--- src/hw/uic_pkg.sv ---
package uic_pkg;

  // register byte offsets on the apb slave
  localparam logic [7:0] OFF_MODE = 8'h00;
  localparam logic [7:0] OFF_STATUS = 8'h04;
  localparam logic [7:0] OFF_TXDATA = 8'h08;
  localparam logic [7:0] OFF_RXDATA = 8'h0c;
  localparam logic [7:0] OFF_BAUD = 8'h10;

  // serial_mode_control field positions
  localparam int MODE_EN = 15;
  localparam int MODE_SIDL = 13;
  localparam int MODE_INFRARED_CODEC_ENABLE = 12;
  localparam int MODE_RTS_MODE_SELECT = 11;
  localparam int MODE_UEN = 8;
  localparam int MODE_WAKE = 7;
  localparam int MODE_LOOPBACK_SELECT = 6;
  localparam int MODE_AUTO_BAUD_ENABLE = 5;
  localparam int MODE_RECEIVE_INVERSION = 4;
  localparam int MODE_HIGH_SPEED_SELECT = 3;
  localparam int MODE_PARITY_DATA_SELECT = 1;
  localparam int MODE_STOP_BIT_SELECT = 0;
  localparam logic [15:0] MODE_WMASK = 16'hbbff;

  // serial_status_control field positions
  localparam int STA_TXISEL1 = 15;
  localparam int STA_TXINV = 14;
  localparam int STA_TXISEL0 = 13;
  localparam int STA_BRK = 11;
  localparam int STA_TXEN = 10;
  localparam int STA_RXISEL = 6;
  localparam int STA_ADDRESS_DETECT_ENABLE = 5;
  localparam int STA_OVERRUN_ERROR = 1;
  localparam logic [15:0] STA_WMASK = 16'hece0;

  // reset values
  localparam logic [15:0] MODE_RST = 16'h0000;
  localparam logic [15:0] STA_RST = 16'h0000;
  localparam logic [15:0] BAUD_RST = 16'h0000;

  // timing counts in baud ticks and bits
  localparam logic [4:0] OS_STD = 5'h10;
  localparam logic [4:0] OS_HS = 5'h04;
  localparam logic [4:0] IR_PULSE = 5'h03;
  localparam logic [3:0] BREAK_BITS = 4'hc;
  localparam logic [2:0] SYNC_FALLS = 3'h5;
  localparam logic [15:0] SYNC_CHAR = 16'h0055;

  // apb request bundle
  typedef struct packed {
    logic psel;
    logic penable;
    logic pwrite;
    logic [7:0] paddr;
    logic [31:0] pwdata;
  } uic_apb_t;

  // one receive fifo entry with its own error flags
  typedef struct packed {
    logic framing_error;
    logic parity_error;
    logic [8:0] data;
  } uic_rx_entry_t;

  typedef enum logic [4:0] {
    TXS_IDLE = 5'b00001, TXS_START = 5'b00010, TXS_DATA = 5'b00100,
    TXS_PAR = 5'b01000, TXS_STOP = 5'b10000
  } uic_tx_state_t;

  typedef enum logic [4:0] {
    RXS_IDLE = 5'b00001, RXS_START = 5'b00010, RXS_DATA = 5'b00100,
    RXS_PAR = 5'b01000, RXS_STOP = 5'b10000
  } uic_rx_state_t;

endpackage : uic_pkg

--- src/hw/uic_uart.sv ---
// The implementer's own choices: the register addresses and register access over APB.
`timescale 1ns/1ps
module uic_uart #(
  parameter int FIFO_DEPTH = 4
) (
  // clock and reset
  input wire logic CLOCK,
  input wire logic SYS_RST,
  // apb slave
  input wire uic_pkg::uic_apb_t APB_REQ,
  output logic [31:0] PRDATA,
  output logic PREADY,
  output logic PSLVERR,
  // system power state
  input wire logic IDLE_MODE,
  input wire logic SLEEP_MODE,
  // line pins
  input wire logic SERIAL_IN_PIN,
  output logic SERIAL_OUT_PIN,
  output logic SERIAL_OUT_OE,
  output logic REQUEST_TO_SEND_PIN_N,
  output logic REQUEST_TO_SEND_OE,
  input wire logic CLEAR_TO_SEND_PIN_N,
  // event pulses
  output logic TX_EVENT,
  output logic RX_EVENT,
  output logic WAKE_EVENT
);
  import uic_pkg::*;

  localparam int PW = $clog2(FIFO_DEPTH);

  // parity bit over 8 or 9 data bits, even or odd
  function automatic logic par_of(input logic [8:0] d, input logic nine_b, input logic odd_b);
    par_of = ^(nine_b ? d : {1'b0, d[7:0]}) ^ odd_b;
  endfunction : par_of

  logic [15:0] mode; // serial_mode_control
  logic [15:0] sta_ctl; // writable half of serial_status_control
  logic [15:0] baud_div; // divisor
  logic overrun_error; // overrun flag
  logic [15:0] brg_cnt; // baud timer
  logic bclk; // registered baud tick clock for the pin (16x the bit rate, 4x in high speed)
  logic [8:0] tx_mem [FIFO_DEPTH];
  logic [PW-1:0] tx_wp, tx_rp;
  logic [PW:0] tx_cnt;
  uic_rx_entry_t rx_mem [FIFO_DEPTH];
  logic [PW-1:0] rx_wp, rx_rp;
  logic [PW:0] rx_cnt;
  uic_tx_state_t tx_state;
  logic [4:0] tx_os; // ticks inside current bit
  logic [3:0] tx_bit; // bit index
  logic [8:0] tx_sh; // transmit_shifter
  logic tx_pbit, tx_brk;
  uic_rx_state_t rx_state;
  logic [4:0] rx_os;
  logic [3:0] rx_bit;
  logic [8:0] rx_sh; // receive_shifter
  logic rx_parity_error;
  logic rx_line_q; // previous rx line for edges
  logic [4:0] ir_hold; // decoder stretch
  logic [2:0] ab_falls; // auto-baud edge count
  logic [23:0] ab_cnt; // auto-baud clock count
  logic wake_seen;

  // apb decode; the slave never waits
  wire setup = APB_REQ.psel & ~APB_REQ.penable;
  wire access = APB_REQ.psel & APB_REQ.penable;
  wire hit_mode = APB_REQ.paddr == OFF_MODE;
  wire hit_sta = APB_REQ.paddr == OFF_STATUS;
  wire hit_tx = APB_REQ.paddr == OFF_TXDATA;
  wire hit_rx = APB_REQ.paddr == OFF_RXDATA;
  wire hit_baud = APB_REQ.paddr == OFF_BAUD;
  wire mapped = hit_mode | hit_sta | hit_tx | hit_rx | hit_baud;
  wire wr = access & APB_REQ.pwrite;
  wire rd = access & ~APB_REQ.pwrite;
  wire [15:0] wdata = APB_REQ.pwdata[15:0];
  wire wr_mode = wr & hit_mode;
  wire wr_sta = wr & hit_sta;
  wire wr_tx = wr & hit_tx;
  wire wr_baud = wr & hit_baud;
  wire rd_rx = rd & hit_rx;

  // control fields
  wire en = mode[MODE_EN];
  wire run = en & ~(mode[MODE_SIDL] & IDLE_MODE);
  wire high_speed_select = mode[MODE_HIGH_SPEED_SELECT];
  wire ir_on = mode[MODE_INFRARED_CODEC_ENABLE] & ~high_speed_select;
  wire [1:0] parity_data_select = mode[MODE_PARITY_DATA_SELECT +: 2];
  wire nine = parity_data_select == 2'b11;
  wire par_on = parity_data_select == 2'b01 || parity_data_select == 2'b10;
  wire odd = parity_data_select == 2'b10;
  wire [1:0] pin_usage_select = mode[MODE_UEN +: 2];
  wire txen = sta_ctl[STA_TXEN];
  wire brk_req = sta_ctl[STA_BRK];
  wire [1:0] txisel = {sta_ctl[STA_TXISEL1], sta_ctl[STA_TXISEL0]};
  wire [1:0] rxisel = sta_ctl[STA_RXISEL +: 2];
  wire [4:0] os_last = (high_speed_select ? OS_HS : OS_STD) - 5'h01;

  // baud tick: timer reaching the divisor, frozen when halted
  wire tick = run & (brg_cnt == baud_div);

  // fifo status
  wire tx_empty = tx_cnt == '0;
  wire tx_full = tx_cnt == (PW+1)'(FIFO_DEPTH);
  wire rx_empty = rx_cnt == '0;
  wire rx_full = rx_cnt == (PW+1)'(FIFO_DEPTH);
  uic_rx_entry_t rx_head;
  assign rx_head = rx_mem[rx_rp];

  // transmit control decode
  wire cts_ok = (pin_usage_select != 2'b10) | ~CLEAR_TO_SEND_PIN_N;
  wire tx_load = run & txen & (tx_state == TXS_IDLE) & ~tx_empty & cts_ok;
  wire tx_bit_end = tick & (tx_os == os_last);
  wire [3:0] tx_last = tx_brk ? BREAK_BITS - 4'h1 : (nine ? 4'h8 : 4'h7);
  wire tx_stop_end = (tx_state == TXS_STOP) & tx_bit_end & (tx_bit == {3'b000, mode[MODE_STOP_BIT_SELECT]});
  wire txen_clr = wr_sta & txen & ~wdata[STA_TXEN];
  wire tx_flush = ~en | txen_clr;
  wire tx_push = wr_tx & en & ~tx_full;
  wire shifter_empty = (tx_state == TXS_IDLE) & tx_empty;
  wire brk_done = tx_stop_end & tx_brk;

  // frame line level before inversion or encoding
  logic tx_line;
  always_comb begin
    case (tx_state)
      TXS_START: tx_line = 1'b0;
      TXS_DATA: tx_line = tx_brk ? 1'b0 : tx_sh[0];
      TXS_PAR: tx_line = tx_pbit;
      default: tx_line = 1'b1;
    endcase
  end

  // pulse encoder: a short pulse in the head of each zero bit
  wire ir_tx_pulse = ~tx_line & (tx_os < IR_PULSE);
  wire next_serial_out = ir_on ? (ir_tx_pulse ^ sta_ctl[STA_TXINV])
                               : (tx_line ^ sta_ctl[STA_TXINV]);

  // receive line: loopback, decoder or plain pin, the pin inverted when receive inversion is set
  wire pin_level = SERIAL_IN_PIN ^ mode[MODE_RECEIVE_INVERSION];
  wire ir_pulse = ~pin_level;
  wire rx_line = mode[MODE_LOOPBACK_SELECT] ? tx_line
               : ir_on ? ~(ir_pulse | (ir_hold != 5'h00)) : pin_level;
  wire rx_fall = rx_line_q & ~rx_line;
  wire rx_rise = ~rx_line_q & rx_line;
  wire rx_bit_end = tick & (rx_os == os_last);
  wire [3:0] rx_last = nine ? 4'h8 : 4'h7;

  // receive push with address filter and overrun
  wire rx_frame_end = (rx_state == RXS_STOP) & rx_bit_end;
  wire rx_accept = ~(nine & sta_ctl[STA_ADDRESS_DETECT_ENABLE] & ~rx_sh[8]);
  wire rx_deliver = rx_frame_end & rx_accept;
  wire rx_ovf = rx_deliver & rx_full;
  wire rx_push = rx_deliver & ~rx_full;
  wire overrun_error_clr = wr_sta & overrun_error & ~wdata[STA_OVERRUN_ERROR];
  wire rx_flush = ~en | overrun_error_clr;
  wire rx_pop = rd_rx & ~rx_empty;

  // auto-baud measurement over the sync character's five falling edges
  wire ab_on = mode[MODE_AUTO_BAUD_ENABLE] & run;
  wire ab_done = ab_on & rx_fall & (ab_falls == SYNC_FALLS - 3'h1);
  wire [23:0] ab_per_tick = high_speed_select ? (ab_cnt >> 5) : (ab_cnt >> 7);
  wire [15:0] ab_div = (ab_per_tick > 24'h000000) ? ab_per_tick[15:0] - 16'h0001 : 16'h0000;

  // wake on start during sleep
  wire wake_fall = mode[MODE_WAKE] & SLEEP_MODE & rx_fall;
  wire wake_clr = wake_seen & rx_rise;

  // register next values; software writes win over hardware clears
  logic [15:0] next_mode, next_sta, next_baud;
  always_comb begin
    next_mode = mode;
    next_sta = sta_ctl;
    next_baud = baud_div;
    if (ab_done) next_mode[MODE_AUTO_BAUD_ENABLE] = 1'b0;
    if (wake_clr) next_mode[MODE_WAKE] = 1'b0;
    if (brk_done) next_sta[STA_BRK] = 1'b0;
    if (ab_done) next_baud = ab_div;
    if (wr_mode) next_mode = wdata & MODE_WMASK;
    if (wr_sta) next_sta = wdata & STA_WMASK;
    if (wr_baud) next_baud = wdata;
  end

  // control registers and overrun flag; a new overrun beats a clear
  always_ff @(posedge CLOCK or posedge SYS_RST) begin
    if (SYS_RST) begin
      mode <= MODE_RST;
      sta_ctl <= STA_RST;
      baud_div <= BAUD_RST;
      overrun_error <= 1'b0;
    end else begin
      mode <= next_mode;
      sta_ctl <= next_sta;
      baud_div <= next_baud;
      overrun_error <= rx_ovf | (overrun_error & ~overrun_error_clr);
    end
  end

  // baud timer; cleared by a divisor write so the new rate starts at once
  always_ff @(posedge CLOCK or posedge SYS_RST) begin
    if (SYS_RST) begin
      brg_cnt <= 16'h0000;
      bclk <= 1'b0;
    end else begin
      if (wr_baud | ~en) brg_cnt <= 16'h0000;
      else if (tick) brg_cnt <= 16'h0000;
      else if (run) brg_cnt <= brg_cnt + 16'h0001;
      bclk <= brg_cnt <= (baud_div >> 1);
    end
  end

  // transmit fifo; writes are taken even with transmit disabled
  always_ff @(posedge CLOCK or posedge SYS_RST) begin
    if (SYS_RST) begin
      tx_wp <= '0;
      tx_rp <= '0;
      tx_cnt <= '0;
    end else if (tx_flush) begin
      tx_wp <= '0;
      tx_rp <= '0;
      tx_cnt <= '0;
    end else begin
      if (tx_push) tx_wp <= tx_wp + PW'(1);
      if (tx_load) tx_rp <= tx_rp + PW'(1);
      tx_cnt <= tx_cnt + (PW+1)'(tx_push) - (PW+1)'(tx_load);
    end
  end

  // fifo storage needs no reset; pointers guard it
  always_ff @(posedge CLOCK) begin
    if (tx_push) tx_mem[tx_wp] <= wdata[8:0];
    if (rx_push) rx_mem[rx_wp] <= '{framing_error: ~rx_line, parity_error: rx_parity_error, data: rx_sh};
  end

  // transmit shifter sequencer
  always_ff @(posedge CLOCK or posedge SYS_RST) begin
    if (SYS_RST) begin
      tx_state <= TXS_IDLE;
      tx_os <= 5'h00;
      tx_bit <= 4'h0;
      tx_sh <= 9'h000;
      tx_pbit <= 1'b0;
      tx_brk <= 1'b0;
    end else if (~en | ~txen) begin
      tx_state <= TXS_IDLE;
      tx_os <= 5'h00;
      tx_brk <= 1'b0;
    end else begin
      if (tick) tx_os <= (tx_os == os_last) ? 5'h00 : tx_os + 5'h01;
      case (tx_state)
        TXS_IDLE: begin
          if (tx_load) begin
            // a pending break swallows the dummy character
            tx_state <= TXS_START;
            tx_os <= 5'h00;
            tx_sh <= nine ? tx_mem[tx_rp] : {1'b0, tx_mem[tx_rp][7:0]};
            tx_pbit <= par_of(tx_mem[tx_rp], 1'b0, odd);
            tx_brk <= brk_req;
          end
        end
        TXS_START: begin
          if (tx_bit_end) begin
            tx_state <= TXS_DATA;
            tx_bit <= 4'h0;
          end
        end
        TXS_DATA: begin
          if (tx_bit_end) begin
            tx_sh <= tx_sh >> 1;
            tx_bit <= tx_bit + 4'h1;
            if (tx_bit == tx_last) begin
              tx_state <= (par_on & ~tx_brk) ? TXS_PAR : TXS_STOP;
              tx_bit <= 4'h0;
            end
          end
        end
        TXS_PAR: begin
          if (tx_bit_end) tx_state <= TXS_STOP;
        end
        TXS_STOP: begin
          if (tx_stop_end) begin
            tx_state <= TXS_IDLE;
            tx_brk <= 1'b0;
          end else if (tx_bit_end) begin
            tx_bit <= tx_bit + 4'h1;
          end
        end
        default: tx_state <= TXS_IDLE;
      endcase
    end
  end

  // receive fifo pointers
  always_ff @(posedge CLOCK or posedge SYS_RST) begin
    if (SYS_RST) begin
      rx_wp <= '0;
      rx_rp <= '0;
      rx_cnt <= '0;
    end else if (rx_flush) begin
      rx_wp <= '0;
      rx_rp <= '0;
      rx_cnt <= '0;
    end else begin
      if (rx_push) rx_wp <= rx_wp + PW'(1);
      if (rx_pop) rx_rp <= rx_rp + PW'(1);
      rx_cnt <= rx_cnt + (PW+1)'(rx_push) - (PW+1)'(rx_pop);
    end
  end

  // receive sequencer; samples mid-bit, checks only the first stop bit
  always_ff @(posedge CLOCK or posedge SYS_RST) begin
    if (SYS_RST) begin
      rx_state <= RXS_IDLE;
      rx_os <= 5'h00;
      rx_bit <= 4'h0;
      rx_sh <= 9'h000;
      rx_parity_error <= 1'b0;
    end else if (rx_flush) begin
      rx_state <= RXS_IDLE;
      rx_os <= 5'h00;
    end else begin
      if (tick) rx_os <= (rx_os == os_last) ? 5'h00 : rx_os + 5'h01;
      case (rx_state)
        RXS_IDLE: begin
          // no reception while measuring or while overrun stands
          if (run & rx_fall & ~mode[MODE_AUTO_BAUD_ENABLE] & ~overrun_error) begin
            rx_state <= RXS_START;
            rx_os <= 5'h00;
            rx_sh <= 9'h000;
            rx_parity_error <= 1'b0;
          end
        end
        RXS_START: begin
          if (tick & (rx_os == (os_last >> 1))) begin
            rx_os <= 5'h00;
            rx_bit <= 4'h0;
            rx_state <= rx_line ? RXS_IDLE : RXS_DATA; // glitch rejected
          end
        end
        RXS_DATA: begin
          if (rx_bit_end) begin
            rx_sh[rx_bit] <= rx_line;
            rx_bit <= rx_bit + 4'h1;
            if (rx_bit == rx_last) rx_state <= par_on ? RXS_PAR : RXS_STOP;
          end
        end
        RXS_PAR: begin
          if (rx_bit_end) begin
            rx_parity_error <= rx_line ^ par_of(rx_sh, 1'b0, odd);
            rx_state <= RXS_STOP;
          end
        end
        RXS_STOP: begin
          if (rx_frame_end) rx_state <= RXS_IDLE;
        end
        default: rx_state <= RXS_IDLE;
      endcase
    end
  end

  // line history, decoder stretch, auto-baud and wake tracking
  always_ff @(posedge CLOCK or posedge SYS_RST) begin
    if (SYS_RST) begin
      rx_line_q <= 1'b1;
      ir_hold <= 5'h00;
      ab_falls <= 3'h0;
      ab_cnt <= 24'h000000;
      wake_seen <= 1'b0;
    end else begin
      rx_line_q <= rx_line;
      if (ir_pulse) ir_hold <= os_last; // stretch a pulse over one bit
      else if (tick & (ir_hold != 5'h00)) ir_hold <= ir_hold - 5'h01;
      if (~ab_on | ab_done) begin
        ab_falls <= 3'h0;
        ab_cnt <= 24'h000000;
      end else begin
        if (rx_fall) ab_falls <= ab_falls + 3'h1;
        if (ab_falls != 3'h0) ab_cnt <= ab_cnt + 24'h000001;
      end
      if (wake_fall) wake_seen <= 1'b1;
      else if (wake_clr | ~mode[MODE_WAKE]) wake_seen <= 1'b0;
    end
  end

  // event selection
  wire tx_evt = (txisel == 2'b00) ? tx_load
              : (txisel == 2'b01) ? (tx_stop_end & tx_empty)
              : (txisel == 2'b10) ? (tx_load & (tx_cnt == (PW+1)'(1))) : 1'b0;
  wire rx_evt = ~rxisel[1] ? rx_push
              : rxisel[0] ? (rx_push & (rx_cnt == (PW+1)'(FIFO_DEPTH - 1)))
              : (rx_push & (rx_cnt == (PW+1)'(FIFO_DEPTH * 3 / 4 - 1)));

  // status read value
  wire [15:0] sta_rd = {sta_ctl[15:13], 1'b0, sta_ctl[11:10], tx_full, shifter_empty,
                        sta_ctl[7:5], rx_state == RXS_IDLE,
                        rx_head.parity_error & ~rx_empty, rx_head.framing_error & ~rx_empty,
                        overrun_error, ~rx_empty};
  wire [15:0] rd_val = hit_mode ? mode
                     : hit_sta ? sta_rd
                     : hit_rx ? {7'h00, rx_empty ? 9'h000 : rx_head.data}
                     : hit_baud ? baud_div : 16'h0000;

  // rts either follows receive room or transmit activity
  wire rts_assert = mode[MODE_RTS_MODE_SELECT] ? ~shifter_empty : ~rx_full;

  // apb answers at once; write data and read side effects land in the access cycle
  assign PREADY = 1'b1;
  assign PSLVERR = access & ~mapped;

  // registered outputs
  always_ff @(posedge CLOCK or posedge SYS_RST) begin
    if (SYS_RST) begin
      PRDATA <= 32'h00000000;
      SERIAL_OUT_PIN <= 1'b1;
      SERIAL_OUT_OE <= 1'b0;
      REQUEST_TO_SEND_PIN_N <= 1'b1;
      REQUEST_TO_SEND_OE <= 1'b0;
      TX_EVENT <= 1'b0;
      RX_EVENT <= 1'b0;
      WAKE_EVENT <= 1'b0;
    end else begin
      if (setup) PRDATA <= {16'h0000, rd_val};
      SERIAL_OUT_PIN <= next_serial_out;
      SERIAL_OUT_OE <= en & txen;
      REQUEST_TO_SEND_PIN_N <= (pin_usage_select == 2'b11) ? bclk : ~rts_assert;
      REQUEST_TO_SEND_OE <= en & (pin_usage_select != 2'b00);
      TX_EVENT <= tx_evt;
      RX_EVENT <= rx_evt;
      WAKE_EVENT <= wake_fall;
    end
  end

endmodule : uic_uart

--- config.mk ---
export PLATFORM = sky130hd
export DESIGN_NAME = uic_uart
export DESIGN_NICKNAME = d
export VERILOG_FILES = /design/src/hw/uic_pkg.sv /design/src/hw/uic_uart.sv
export SDC_FILE = /design/constraint.sdc
export NUM_CORES = 1
export LEC_CHECK = 0
export BUFFER_PORTS_ARGS = -buffer_cell sky130_fd_sc_hd__buf_2
export CAP_MARGIN = 20
export CORE_MARGIN = 2
export CORE_UTILIZATION = 40
export CTS_CLUSTER_SIZE = 10
export DETAILED_ROUTE_END_ITERATION = 7
export PLACE_DENSITY_LB_ADDON = 0.05
export SYNTH_ARGS = -nofsm -noshare
export SYNTH_HDL_FRONTEND = slang
export SYNTH_SLANG_ARGS = --single-unit
--- constraint.sdc ---
create_clock -name CLOCK -period 10.8 [get_ports CLOCK]
set_input_delay 2.16 -clock CLOCK [delete_from_list [all_inputs] [get_ports CLOCK]]
set_output_delay 2.16 -clock CLOCK [all_outputs]
set_load 0.005 [all_outputs]
==> metrics, run 1 <==
hold depth=1; Wirelength per Cell=20.5 um; slowest library cell on the worst path=and2_1; Final #Nets=1438; mapped cell area=13700 um2; Hold WS=471 ps; R2R Path End=rx_cnt[2]; critical-path cell list=buf_2 -> or4_1 -> nor3_1 -> and2_1 -> nor3_1 -> buf_2; CTS max path bufs=3; Peak Freq=0.150 GHz; die area=35700 um2; Final Max Slew Viols=0; Iteration-0 DRC Markers=758; # DRC=0; Worst R2R Setup Slack=6220 ps; GPL Wtd Cong=0.853; most frequent cells in the layout=171 x dfrtp_1, 128 x nor2_1, 91 x nand2_1, 80 x edfxtp_1, 78 x o21ai_0; dpl ws=4190 ps; PortBufs=56; r2r startpoint=mode[15]; DR vias/cell=5.45; Critical Path End Type=output port; CTS root buffer=clkbuf_16; final cell count without fillers=1815; critical path class=in2out; Tmin final=6660 ps; CP startpoint kind=input pin; Worst-path clk slew=50 ps; CP max FO=17; final total power=2.26 mW; die span in y=189 um; via count of the first global-routing pass=9700; Worst Clk Skew=19.8 ps; arrival time at the worst endpoint=4500 ps; post-route setup slack=4140 ps; Worst slew margin=29.3%; number of setup buffers added after CTS=0; Synth Register Bits=256; critical path data required time=8640 ps; final worst-path cycle share=61.7%; commonest register cell after synthesis=dfrtp_1; P_leak=6.64 nW; Synth top area share=31.3%; total negative setup slack=0 ps; Worst Hold Class=reg2reg; first-pass GRT wire length=58900 um; H-tree Lvls=1; initial antenna violation count=0; CTS Sinks=256; Post-Syn Area per Cell=10.5 um2; post-synth top area cell=dfrtp_1; Worst Reg-to-Reg Cells=15; outcome=completed; crit path buf inv count=2; fraction of registers with async set/reset=68.8%; measured slew at the worst slew-check pin=1060 ps; crit path from=APB_REQ[37]; Distinct cells, synth=77; EDFF count, synth=80; CP Depth=6; Synth Warn #=0; max_cap viols=0; total CTS buffers=31; maximum vdd drop=0.126 mV; Via Count=9883; sequential fraction of the synthesis area=49.8%; Hold Buf Count CTS=0; total track usage=21.2%; Fillers=3217; DRT Wirelength=37300 um; die width=189 um; Final Hold Vio Count=0; RSZ-0062 raised after global routing=false; setup violators final=0; largest net degree at the start of global routing=114; Antenna Nets Post-Route=0; Synth area leaders=dfrtp_1 31%, edfxtp_1 18%, ha_1 3.9%; CTS tree=done; CP max stage delay=700 ps; family with the most delay on the worst path=simple AND/OR/NAND/NOR gates; I/O pin cnt=90; placed cell count=1759; hpwl dp=27000 um; end of the critical path=PSLVERR; Core Area=33600 um2; cell area after layout=15200 um2; share of cells above drive strength 1=12.1%; most common cell after layout, fill and taps aside=dfrtp_1; post-CTS sizing=0; dpl cell area=14300 um2; Post-Syn Instances=1306; Area Growth Syn to Fin=11.2%; TritonRoute pass-1 iters=5; starting density of the core=40.7%; Rows=67; GRT overflow=0; power per cell area=149 nW/um2; Final Util=45.3%; worst skew pair latency=570 ps
==> per-layer routing <==
layer  share of wire [%]  wire length (um)  up-vias  global-route usage (%)
met3                 4.7              1760       45                    2.52
met4                 2.1               770        0                    5.17
met2                  45             16800      224                    33.2
met5                   0                 0        -                       0
li1                    -                 -     4717                       -
met1                  48             17900     4897                    31.4
==> worst reg2reg max path: stages (launching register included) <==
cell	delay [ps]
dfrtp_1	550
a21boi_1	400
nand4_1	180
nor3_1	240
buf_4	180
nand4_1	380
nor3b_1	960
inv_1	200
ha_1	330
inv_1	60
ha_1	140
inv_1	50
fa_1	370
xor2_1	180
xnor2_1	150
nor2_1	60
==> logic make-up after synthesis <==
logic type | synth area share [%]
AOI/OAI and AO/OA | 11.5
xor gates and xnor gates | 7.04
adders and majority gates | 4.23
buffers and inverters | 4.16
DFF | 49.8
muxes | 6.90
other | 0.0549
and+or+nand+nor | 16.3
==> cells in the mapped netlist (all sizes together), types with 9 or more instances <==
master,instances
dfrtp,171
nor2,129
nand2,91
edfxtp,80
o21ai,80
a21oi,74
xnor2,61
inv,55
xor2,49
clkbuf,47
ha,43
nand3,42
nor3,33
nand4,30
buf,28
mux2i,28
mux4,20
and2,19
mux2,19
nand2b,16
and3,13
o21a,13
or3,12
nor2b,9
==> power breakdown <==
| part | internal (mW) | switching [mW] | total [mW] |
|---|---|---|---|
| combinational | 0.0917 | 0.146 | 0.237 |
| clock | 0.548 | 0.403 | 0.951 |
| sequential | 1.03 | 0.0461 | 1.07 |
| total | 1.67 | 0.594 | 2.26 |
==> layout make-up <==
cell class	count	area [um2]	area share, %
Antenna cell	1	2.50	0.0164
Timing Repair Buffer	65	348	2.29
Clock buffer	48	870	5.71
Tap cell	448	561	3.68
Clock inverter	7	43.8	0.288
Multi-Input combinational cell	934	6360	41.8
Inverter	56	218	1.43
Sequential cell	256	6810	44.8
==> state kept, by name (all words and copies together) (netlist names), 3 cells and up <==
register,cells
rx_sh,9
tx_cnt,3
mode,14
tx_os,5
baud_div,16
rx_mem,44
tx_bit,4
tx_state,5
tx_sh,9
rx_state,5
brg_cnt,16
rx_cnt,3
ab_falls,3
rx_bit,4
tx_mem,36
rx_os,5
ab_cnt,24
sta_ctl,8
ir_hold,5
PRDATA,16
==> worst min-delay path by stage <==
stage | slack [ps] | to | startpoint
3_3_place_gp | 460 | PRDATA[1] | PRDATA[1]
3_5_place_dp | 450 | SERIAL_OUT_PIN | sta_ctl[14]
5_1_grt | 490 | PRDATA[1] | PRDATA[1]
4_1_cts | 470 | SERIAL_OUT_PIN | sta_ctl[14]
6_report | 470 | PRDATA[1] | PRDATA[1]
2_1_floorplan | 420 | SERIAL_OUT_PIN | sta_ctl[14]
Note: power is estimated with default switching activity, not from simulation.
==> run 2, diff against run 1 <==
--- a/config.mk
+++ b/config.mk
@@ -5,6 +5,7 @@
 export SDC_FILE = /design/constraint.sdc
 export NUM_CORES = 1
 export LEC_CHECK = 0
+export ABC_AREA = 1
 export BUFFER_PORTS_ARGS = -buffer_cell sky130_fd_sc_hd__buf_2
 export CAP_MARGIN = 20
 export CORE_MARGIN = 2
==> constraint.sdc (replaced) <==
create_clock -name CLOCK -period 6.8 [get_ports CLOCK]
set_input_delay 1.36 -clock CLOCK [delete_from_list [all_inputs] [get_ports CLOCK]]
set_output_delay 1.36 -clock CLOCK [all_outputs]
set_load 0.005 [all_outputs]
==> run 2 against run 1 <==
Area after synthesis rose by 6.1%. First-iteration DRC count up 0.26%. Die area increased by 6.0%. Cell area up 6.6%. Clock power is 84% higher. Cell count up 28%. Highest routed layer unchanged.
==> metrics, run 2 <==
Synth top area share=29.5% (-1.8 points); most common cell in the netlist=nand2_1; CTS tree=done; Final Max Slew Viols=0 (unchanged); commonest cells in the synthesized netlist=446 x nand2_1, 188 x nor2_1, 187 x inv_1, 171 x dfrtp_1, 128 x nand3_1; total CTS buffers=34 (+9.7%); PortBufs=56 (unchanged); DRT Wirelength=41200 um (+10%); I/O pin cnt=90 (unchanged); Core Area=35700 um2 (+6.1%); most common cell after layout, fill and taps aside=nand2_1; measured slew at the worst slew-check pin=938 ps (-122 ps); first-pass GRT wire length=65200 um (+11%); DR vias/cell=5.13 (-5.8%); final worst-path cycle share=63.7%; RSZ-0062 raised after global routing=false; GPL Wtd Cong=0.869 (+1.9%); H-tree Lvls=2 (+1); Top Registers=rx_mem x44, tx_mem x36, ab_cnt x24; arrival time at the worst endpoint=2970 ps (-1530 ps); largest net degree at the start of global routing=70 (-39%); Synth Warn #=0 (unchanged); critical path class=in2out; die width=195 um (+3.0%); Post-Syn Instances=1780 (+36%); register bank with the most flops=rx_mem; post-CTS sizing=0 (unchanged); P_int=2.92 mW (+75%); Hold WS=474 ps (+2.35 ps); Gate power share=15.2% (+4.7 points); commonest register cell after synthesis=dfrtp_1; critical path data required time=5440 ps (-3200 ps); Area Growth Syn to Fin=11.7%; Worst Hold Class=reg2reg; Flop pwr share=42.4% (-5.1 points); Final Util=45.5% (+0.21 points); Worst slew margin=37.4% (+8.1 points); post-route setup slack=2470 ps (-1670 ps); Critical Path End Type=output port; Rows=69 (+3.0%); total negative setup slack=0 ps (unchanged); setup violators final=0 (unchanged); Wirelength per Cell=17.7 um (-14%); Tmin final=4330 ps; TritonRoute pass-1 iters=5 (unchanged); dpl cell area=15100 um2 (+5.7%); total track usage=22.1% (+0.87 points); CTS Sinks=256 (unchanged); CTS max path bufs=3 (unchanged); P_leak=7.45 nW (+12%); worst skew pair latency=520 ps (-50 ps); Worst-path clk slew=50 ps (about the same); Iteration-0 DRC Markers=760 (+0.26%); number of setup buffers added after CTS=0 (unchanged); outcome=completed; via count of the first global-routing pass=11400 (+17%); dpl ws=2530 ps (-1660 ps); # DRC=0 (unchanged); GRT overflow=0 (unchanged); CTS root buffer=clkbuf_16; Final Hold Vio Count=0 (unchanged); most frequent cells in the layout=446 x nand2_1, 188 x nor2_1, 186 x inv_1, 171 x dfrtp_1, 128 x nand3_1; fraction of registers with async set/reset=68.8% (unchanged); sequential fraction of the synthesis area=46.9% (-2.9 points); placed cell count=2260 (+28%); sw frac=29.3% (+3.0 points); Synth Register Bits=256 (unchanged); cell area after layout=16200 um2 (+6.6%); CP max FO=12 (-5); die area=37800 um2 (+6.0%); final total power=4.13 mW (+83%); Distinct cells, synth=64 (-17%); Via Count=11900 (+21%); Final #Nets=1931 (+34%); Synth area leaders=dfrtp_1 29%, edfxtp_1 17%, nand2_1 12%; final cell count without fillers=2324 (+28%); Peak Freq=0.231 GHz; EDFF count, synth=80 (unchanged); post-synth top area cell=dfrtp_1; hpwl dp=29900 um (+11%); starting density of the core=40.7% (about the same); initial antenna violation count=0 (unchanged); Antenna Nets Post-Route=0 (unchanged); mapped cell area=14500 um2 (+6.1%); Hold Buf Count CTS=0 (unchanged); share of cells above drive strength 1=11.2% (-0.86 points); Switching Power=1.21 mW (+100%); CP startpoint kind=input pin; Worst Clk Skew=15.9 ps (-3.96 ps); max FFs per register=44 (unchanged); ANT cells=0 (-1); Clock Power Share=42.4% (+0.4 points); max_cap viols=0 (unchanged); Post-Syn Area per Cell=8.16 um2 (-22%); maximum vdd drop=0.146 mV (+16%); die span in y=195 um (+3.0%); power per cell area=255 nW/um2 (+71%)
run 2: path summary, 6_finish.rpt:
kind	startpoint	endpoint	slack [ps]	depth (start not counted)
worst max-delay path	APB_REQ[33]	PSLVERR	2470	8
worst min-delay path	PRDATA[8]	PRDATA[8]	470	2
worst max register to register	mode[15]	tx_cnt[2]	3530	11
worst min register to register	PRDATA[8]	PRDATA[8]	470	2
max in group asynchronous	SYS_RST	ab_cnt[22]	4690	3
min in group asynchronous	SYS_RST	tx_bit[2]	890	2
run 2: worst max-delay path, cell delays in order:
cell and delay, ps:
buf_2 110, nor2_2 150, nand2_1 90, nor2_1 140, nand2_1 410, inv_1 460
a211oi_1 100, buf_2 150
run 2: final cells by class:
type | count | area, um2
tap | 461 | 577
fill | 3581 | 19400
clock buffer | 53 | 962
timing repair buffer | 65 | 352
sequential | 256 | 6810
multi-input combinational | 1273 | 6620
clock inverter | 9 | 113
inverter | 207 | 787
run 2: cells by family after synthesis:
logic type | count (synthesis) | synth area share, %
and+or+nand+nor | 914 | 27.9
adders and majority gates | 45 | 3.98
muxes | 6 | 0.465
AOI/OAI and AO/OA | 241 | 9.78
buffers and inverters | 266 | 7.92
xor gates and xnor gates | 50 | 3.02
other | 2 | 0.0517
DFF | 256 | 46.9
run 2: metal layers:
layer,track usage [%],vias to the layer above,part of all wire (%)
li1,-,5956,-
met1,31.6,5625,47
met2,34.8,278,45
met3,3.45,63,5.4
met4,6.04,0,2.4
met5,0,-,0
run 2: power by group through the flow:
stage,registers [mW],logic [mW],clock network [mW]
2_1_floorplan,1.74,0.475,0
3_3_place_gp,1.78,0.615,0
3_5_place_dp,1.78,0.623,0
4_1_cts,1.75,0.626,1.80
5_1_grt,1.77,0.719,1.85
6_report,1.75,0.627,1.75
==> run 3, diff against run 2 <==
==> constraint.sdc (replaced) <==
create_clock -name CLOCK -period 4.4 [get_ports CLOCK]
set_input_delay 0.88 -clock CLOCK [delete_from_list [all_inputs] [get_ports CLOCK]]
set_output_delay 0.88 -clock CLOCK [all_outputs]
set_load 0.005 [all_outputs]
==> run 3 against run 2 <==
Register-to-register slack got worse by 2400 ps. Sequential power rose by 54%. Power rose by 47%. Global-route usage fell by 0.26 points. Combinational power rose by 59%. Worst hold slack got worse by 36 ps. Die area did not move. Clock power rose by 37%. Count of clock-buffer cells in the layout rose by 2. Via count rose by 0.83%. Sequential share of layout area rose by 0.14 points. Clock skew rose by 7.4 ps. Largest power group unchanged.
==> metrics, run 3 (synthesis gave the netlist of run 2 again) <==
outcome=completed; die span in y=195 um (unchanged); end of the critical path=PSLVERR; PortBufs=56 (unchanged); final cell count without fillers=2331 (+0.30%); Hold WS=437 ps (-36.3 ps); Worst R2R Setup Slack=1170 ps (-2360 ps); critical path data required time=3520 ps (-1920 ps); Wirelength per Cell=17.7 um (+0.24%); CP Depth=8 (unchanged); DR vias/cell=5.16 (+0.53%); Clock Power Share=39.4% (-3.0 points); hpwl dp=30500 um (+1.9%); most frequent cells in the layout=446 x nand2_1, 188 x nor2_1, 186 x inv_1, 171 x dfrtp_1, 128 x nand3_1; max FFs per register=44 (unchanged); # DRC=0 (unchanged); crit path from=APB_REQ[33]; number of setup buffers added after CTS=0 (unchanged); setup violators final=0 (unchanged); P_leak=7.46 nW (about the same); slowest library cell on the worst path=inv_1; CTS tree=done; Switching Power=1.80 mW (+49%); Gate power share=16.3% (+1.1 points); Peak Freq=0.297 GHz; first-pass GRT wire length=64600 um (-0.98%); Worst-path clk slew=50 ps (about the same); CP max FO=12 (unchanged); post-CTS sizing=0 (unchanged); CP max stage delay=470 ps (about the same); r2r startpoint=mode[15]; CTS root buffer=clkbuf_16; P_int=4.28 mW (+46%); GRT overflow=0 (unchanged); post-route setup slack=1030 ps (-1440 ps); share of cells above drive strength 1=11.4% (+0.17 points); sw frac=29.6% (+0.39 points); Flop pwr share=44.3% (+1.9 points); total CTS buffers=31 (-8.8%); CTS max path bufs=3 (unchanged); placed cell count=2273 (+0.58%); maximum vdd drop=0.318 mV (+120%); Worst slew margin=42.8% (+5.4 points); initial antenna violation count=0 (unchanged); CP startpoint kind=input pin; Critical Path End Type=output port; ANT cells=0 (unchanged); GPL Wtd Cong=0.893 (+2.8%); Tmin final=3370 ps; via count of the first global-routing pass=11300 (-0.50%); total track usage=21.8% (-0.26 points); Hold Buf Count CTS=0 (unchanged); DRT Wirelength=41400 um (+0.54%); Final Util=45.3% (-0.15 points); register bank with the most flops=rx_mem; Final Hold Vio Count=0 (unchanged); die area=37800 um2 (unchanged); Final Max Slew Viols=0 (unchanged); Top Registers=rx_mem x44, tx_mem x36, ab_cnt x24; H-tree Lvls=1 (-1); final worst-path cycle share=76.6%; die width=195 um (unchanged); TritonRoute pass-1 iters=7 (+2); I/O pin cnt=90 (unchanged); critical-path cell list=buf_2 -> nor2_2 -> nand2_1 -> nor2_1 -> nand2_1 -> inv_1 -> a211oi_1 -> buf_2; arrival time at the worst endpoint=2490 ps (-480 ps); max_cap viols=0 (unchanged); final total power=6.09 mW (+47%); Core Area=35700 um2 (unchanged); worst skew pair latency=580 ps (+60 ps); dpl cell area=15200 um2 (+0.70%); crit path buf inv count=3 (unchanged); Final #Nets=1939 (+0.41%); most common cell after layout, fill and taps aside=nand2_1; Iteration-0 DRC Markers=800 (+5.3%); Fillers=3537 (-1.2%); total negative setup slack=0 ps (unchanged); critical path class=in2out; RSZ-0062 raised after global routing=false; measured slew at the worst slew-check pin=857 ps (-81.4 ps); Worst Hold Class=in2async; Worst Clk Skew=23.2 ps (+7.39 ps); power per cell area=377 nW/um2 (+48%); cell area after layout=16200 um2 (-0.32%); Via Count=12000 (+0.83%); largest net degree at the start of global routing=72 (+2.9%); family with the most delay on the worst path=simple AND/OR/NAND/NOR gates; starting density of the core=40.7% (unchanged); CTS Sinks=256 (unchanged); R2R Path End=tx_cnt[2]; Worst Reg-to-Reg Cells=11 (unchanged); Rows=69 (unchanged); Antenna Nets Post-Route=0 (unchanged); dpl ws=873 ps (-1660 ps); Area Growth Syn to Fin=11.3%
run 3: cell types whose count changed in the layout (fill, tap and decap cells not counted):
cell        before  now
clkbuf_16       34   31
clkinv_8         1    0
buf_6            1    0
bufinv_16        2    0
buf_4            8   19
clkbuf_1        15   19
clkinv_1         3    2
clkinvlp_4       0    1
clkbuf_8         4    5
buf_12           0    1
inv_6            2    1
clkinv_2         3    2
inv_8            1    0
run 3: final cells by class:
class	count	area, um2	share of cell area [%]
inverters	207	783	4.85
clock inverters	3	18.8	0.116
repair buffers	76	443	2.74
multi-input cells	1273	6620	40.9
well taps	461	577	3.57
flip-flops and latches	256	6810	42.1
clock buffers	55	916	5.67
run 3: worst min-delay path by stage:
stage                startpoint  slack, ps              to  depth (start not counted)
floorplan           sta_ctl[14]        430  SERIAL_OUT_PIN                          1
global placement      PRDATA[8]        460       PRDATA[8]                          2
detailed placement    PRDATA[8]        460       PRDATA[8]                          2
CTS                     SYS_RST        450        tx_sh[8]                          2
global route            SYS_RST        490        tx_sh[8]                          2
finish                  SYS_RST        440     tx_state[3]                          2
run 3: worst reg2reg max path, stage by stage, from the launching register on:
cell and delay, ps:
dfrtp_1 690, nand2_1 350, inv_1 400, nand2_1 140, nor2_2 390, ha_1 310, inv_1 60, ha_1 130
inv_1 50, fa_1 370, xor2_1 170, nor2_1 60
run 3: power groups by stage:
stage	registers, mW	logic (mW)	clock network, mW
6_report	2.69	0.995	2.40
3_5_place_dp	2.73	0.990	0
5_1_grt	2.71	1.14	2.56
3_3_place_gp	2.74	0.976	0
2_1_floorplan	2.69	0.734	0
4_1_cts	2.69	0.994	2.46
run 3: metal layers:
layer  vias up  GRT usage (%)  routed length, um
met4         0           8.18               1660
met1      5689           31.1              19600
met3        76           3.12               2040
li1       5957              -                  -
met2       299           33.6              18000
met5         -              0                  0
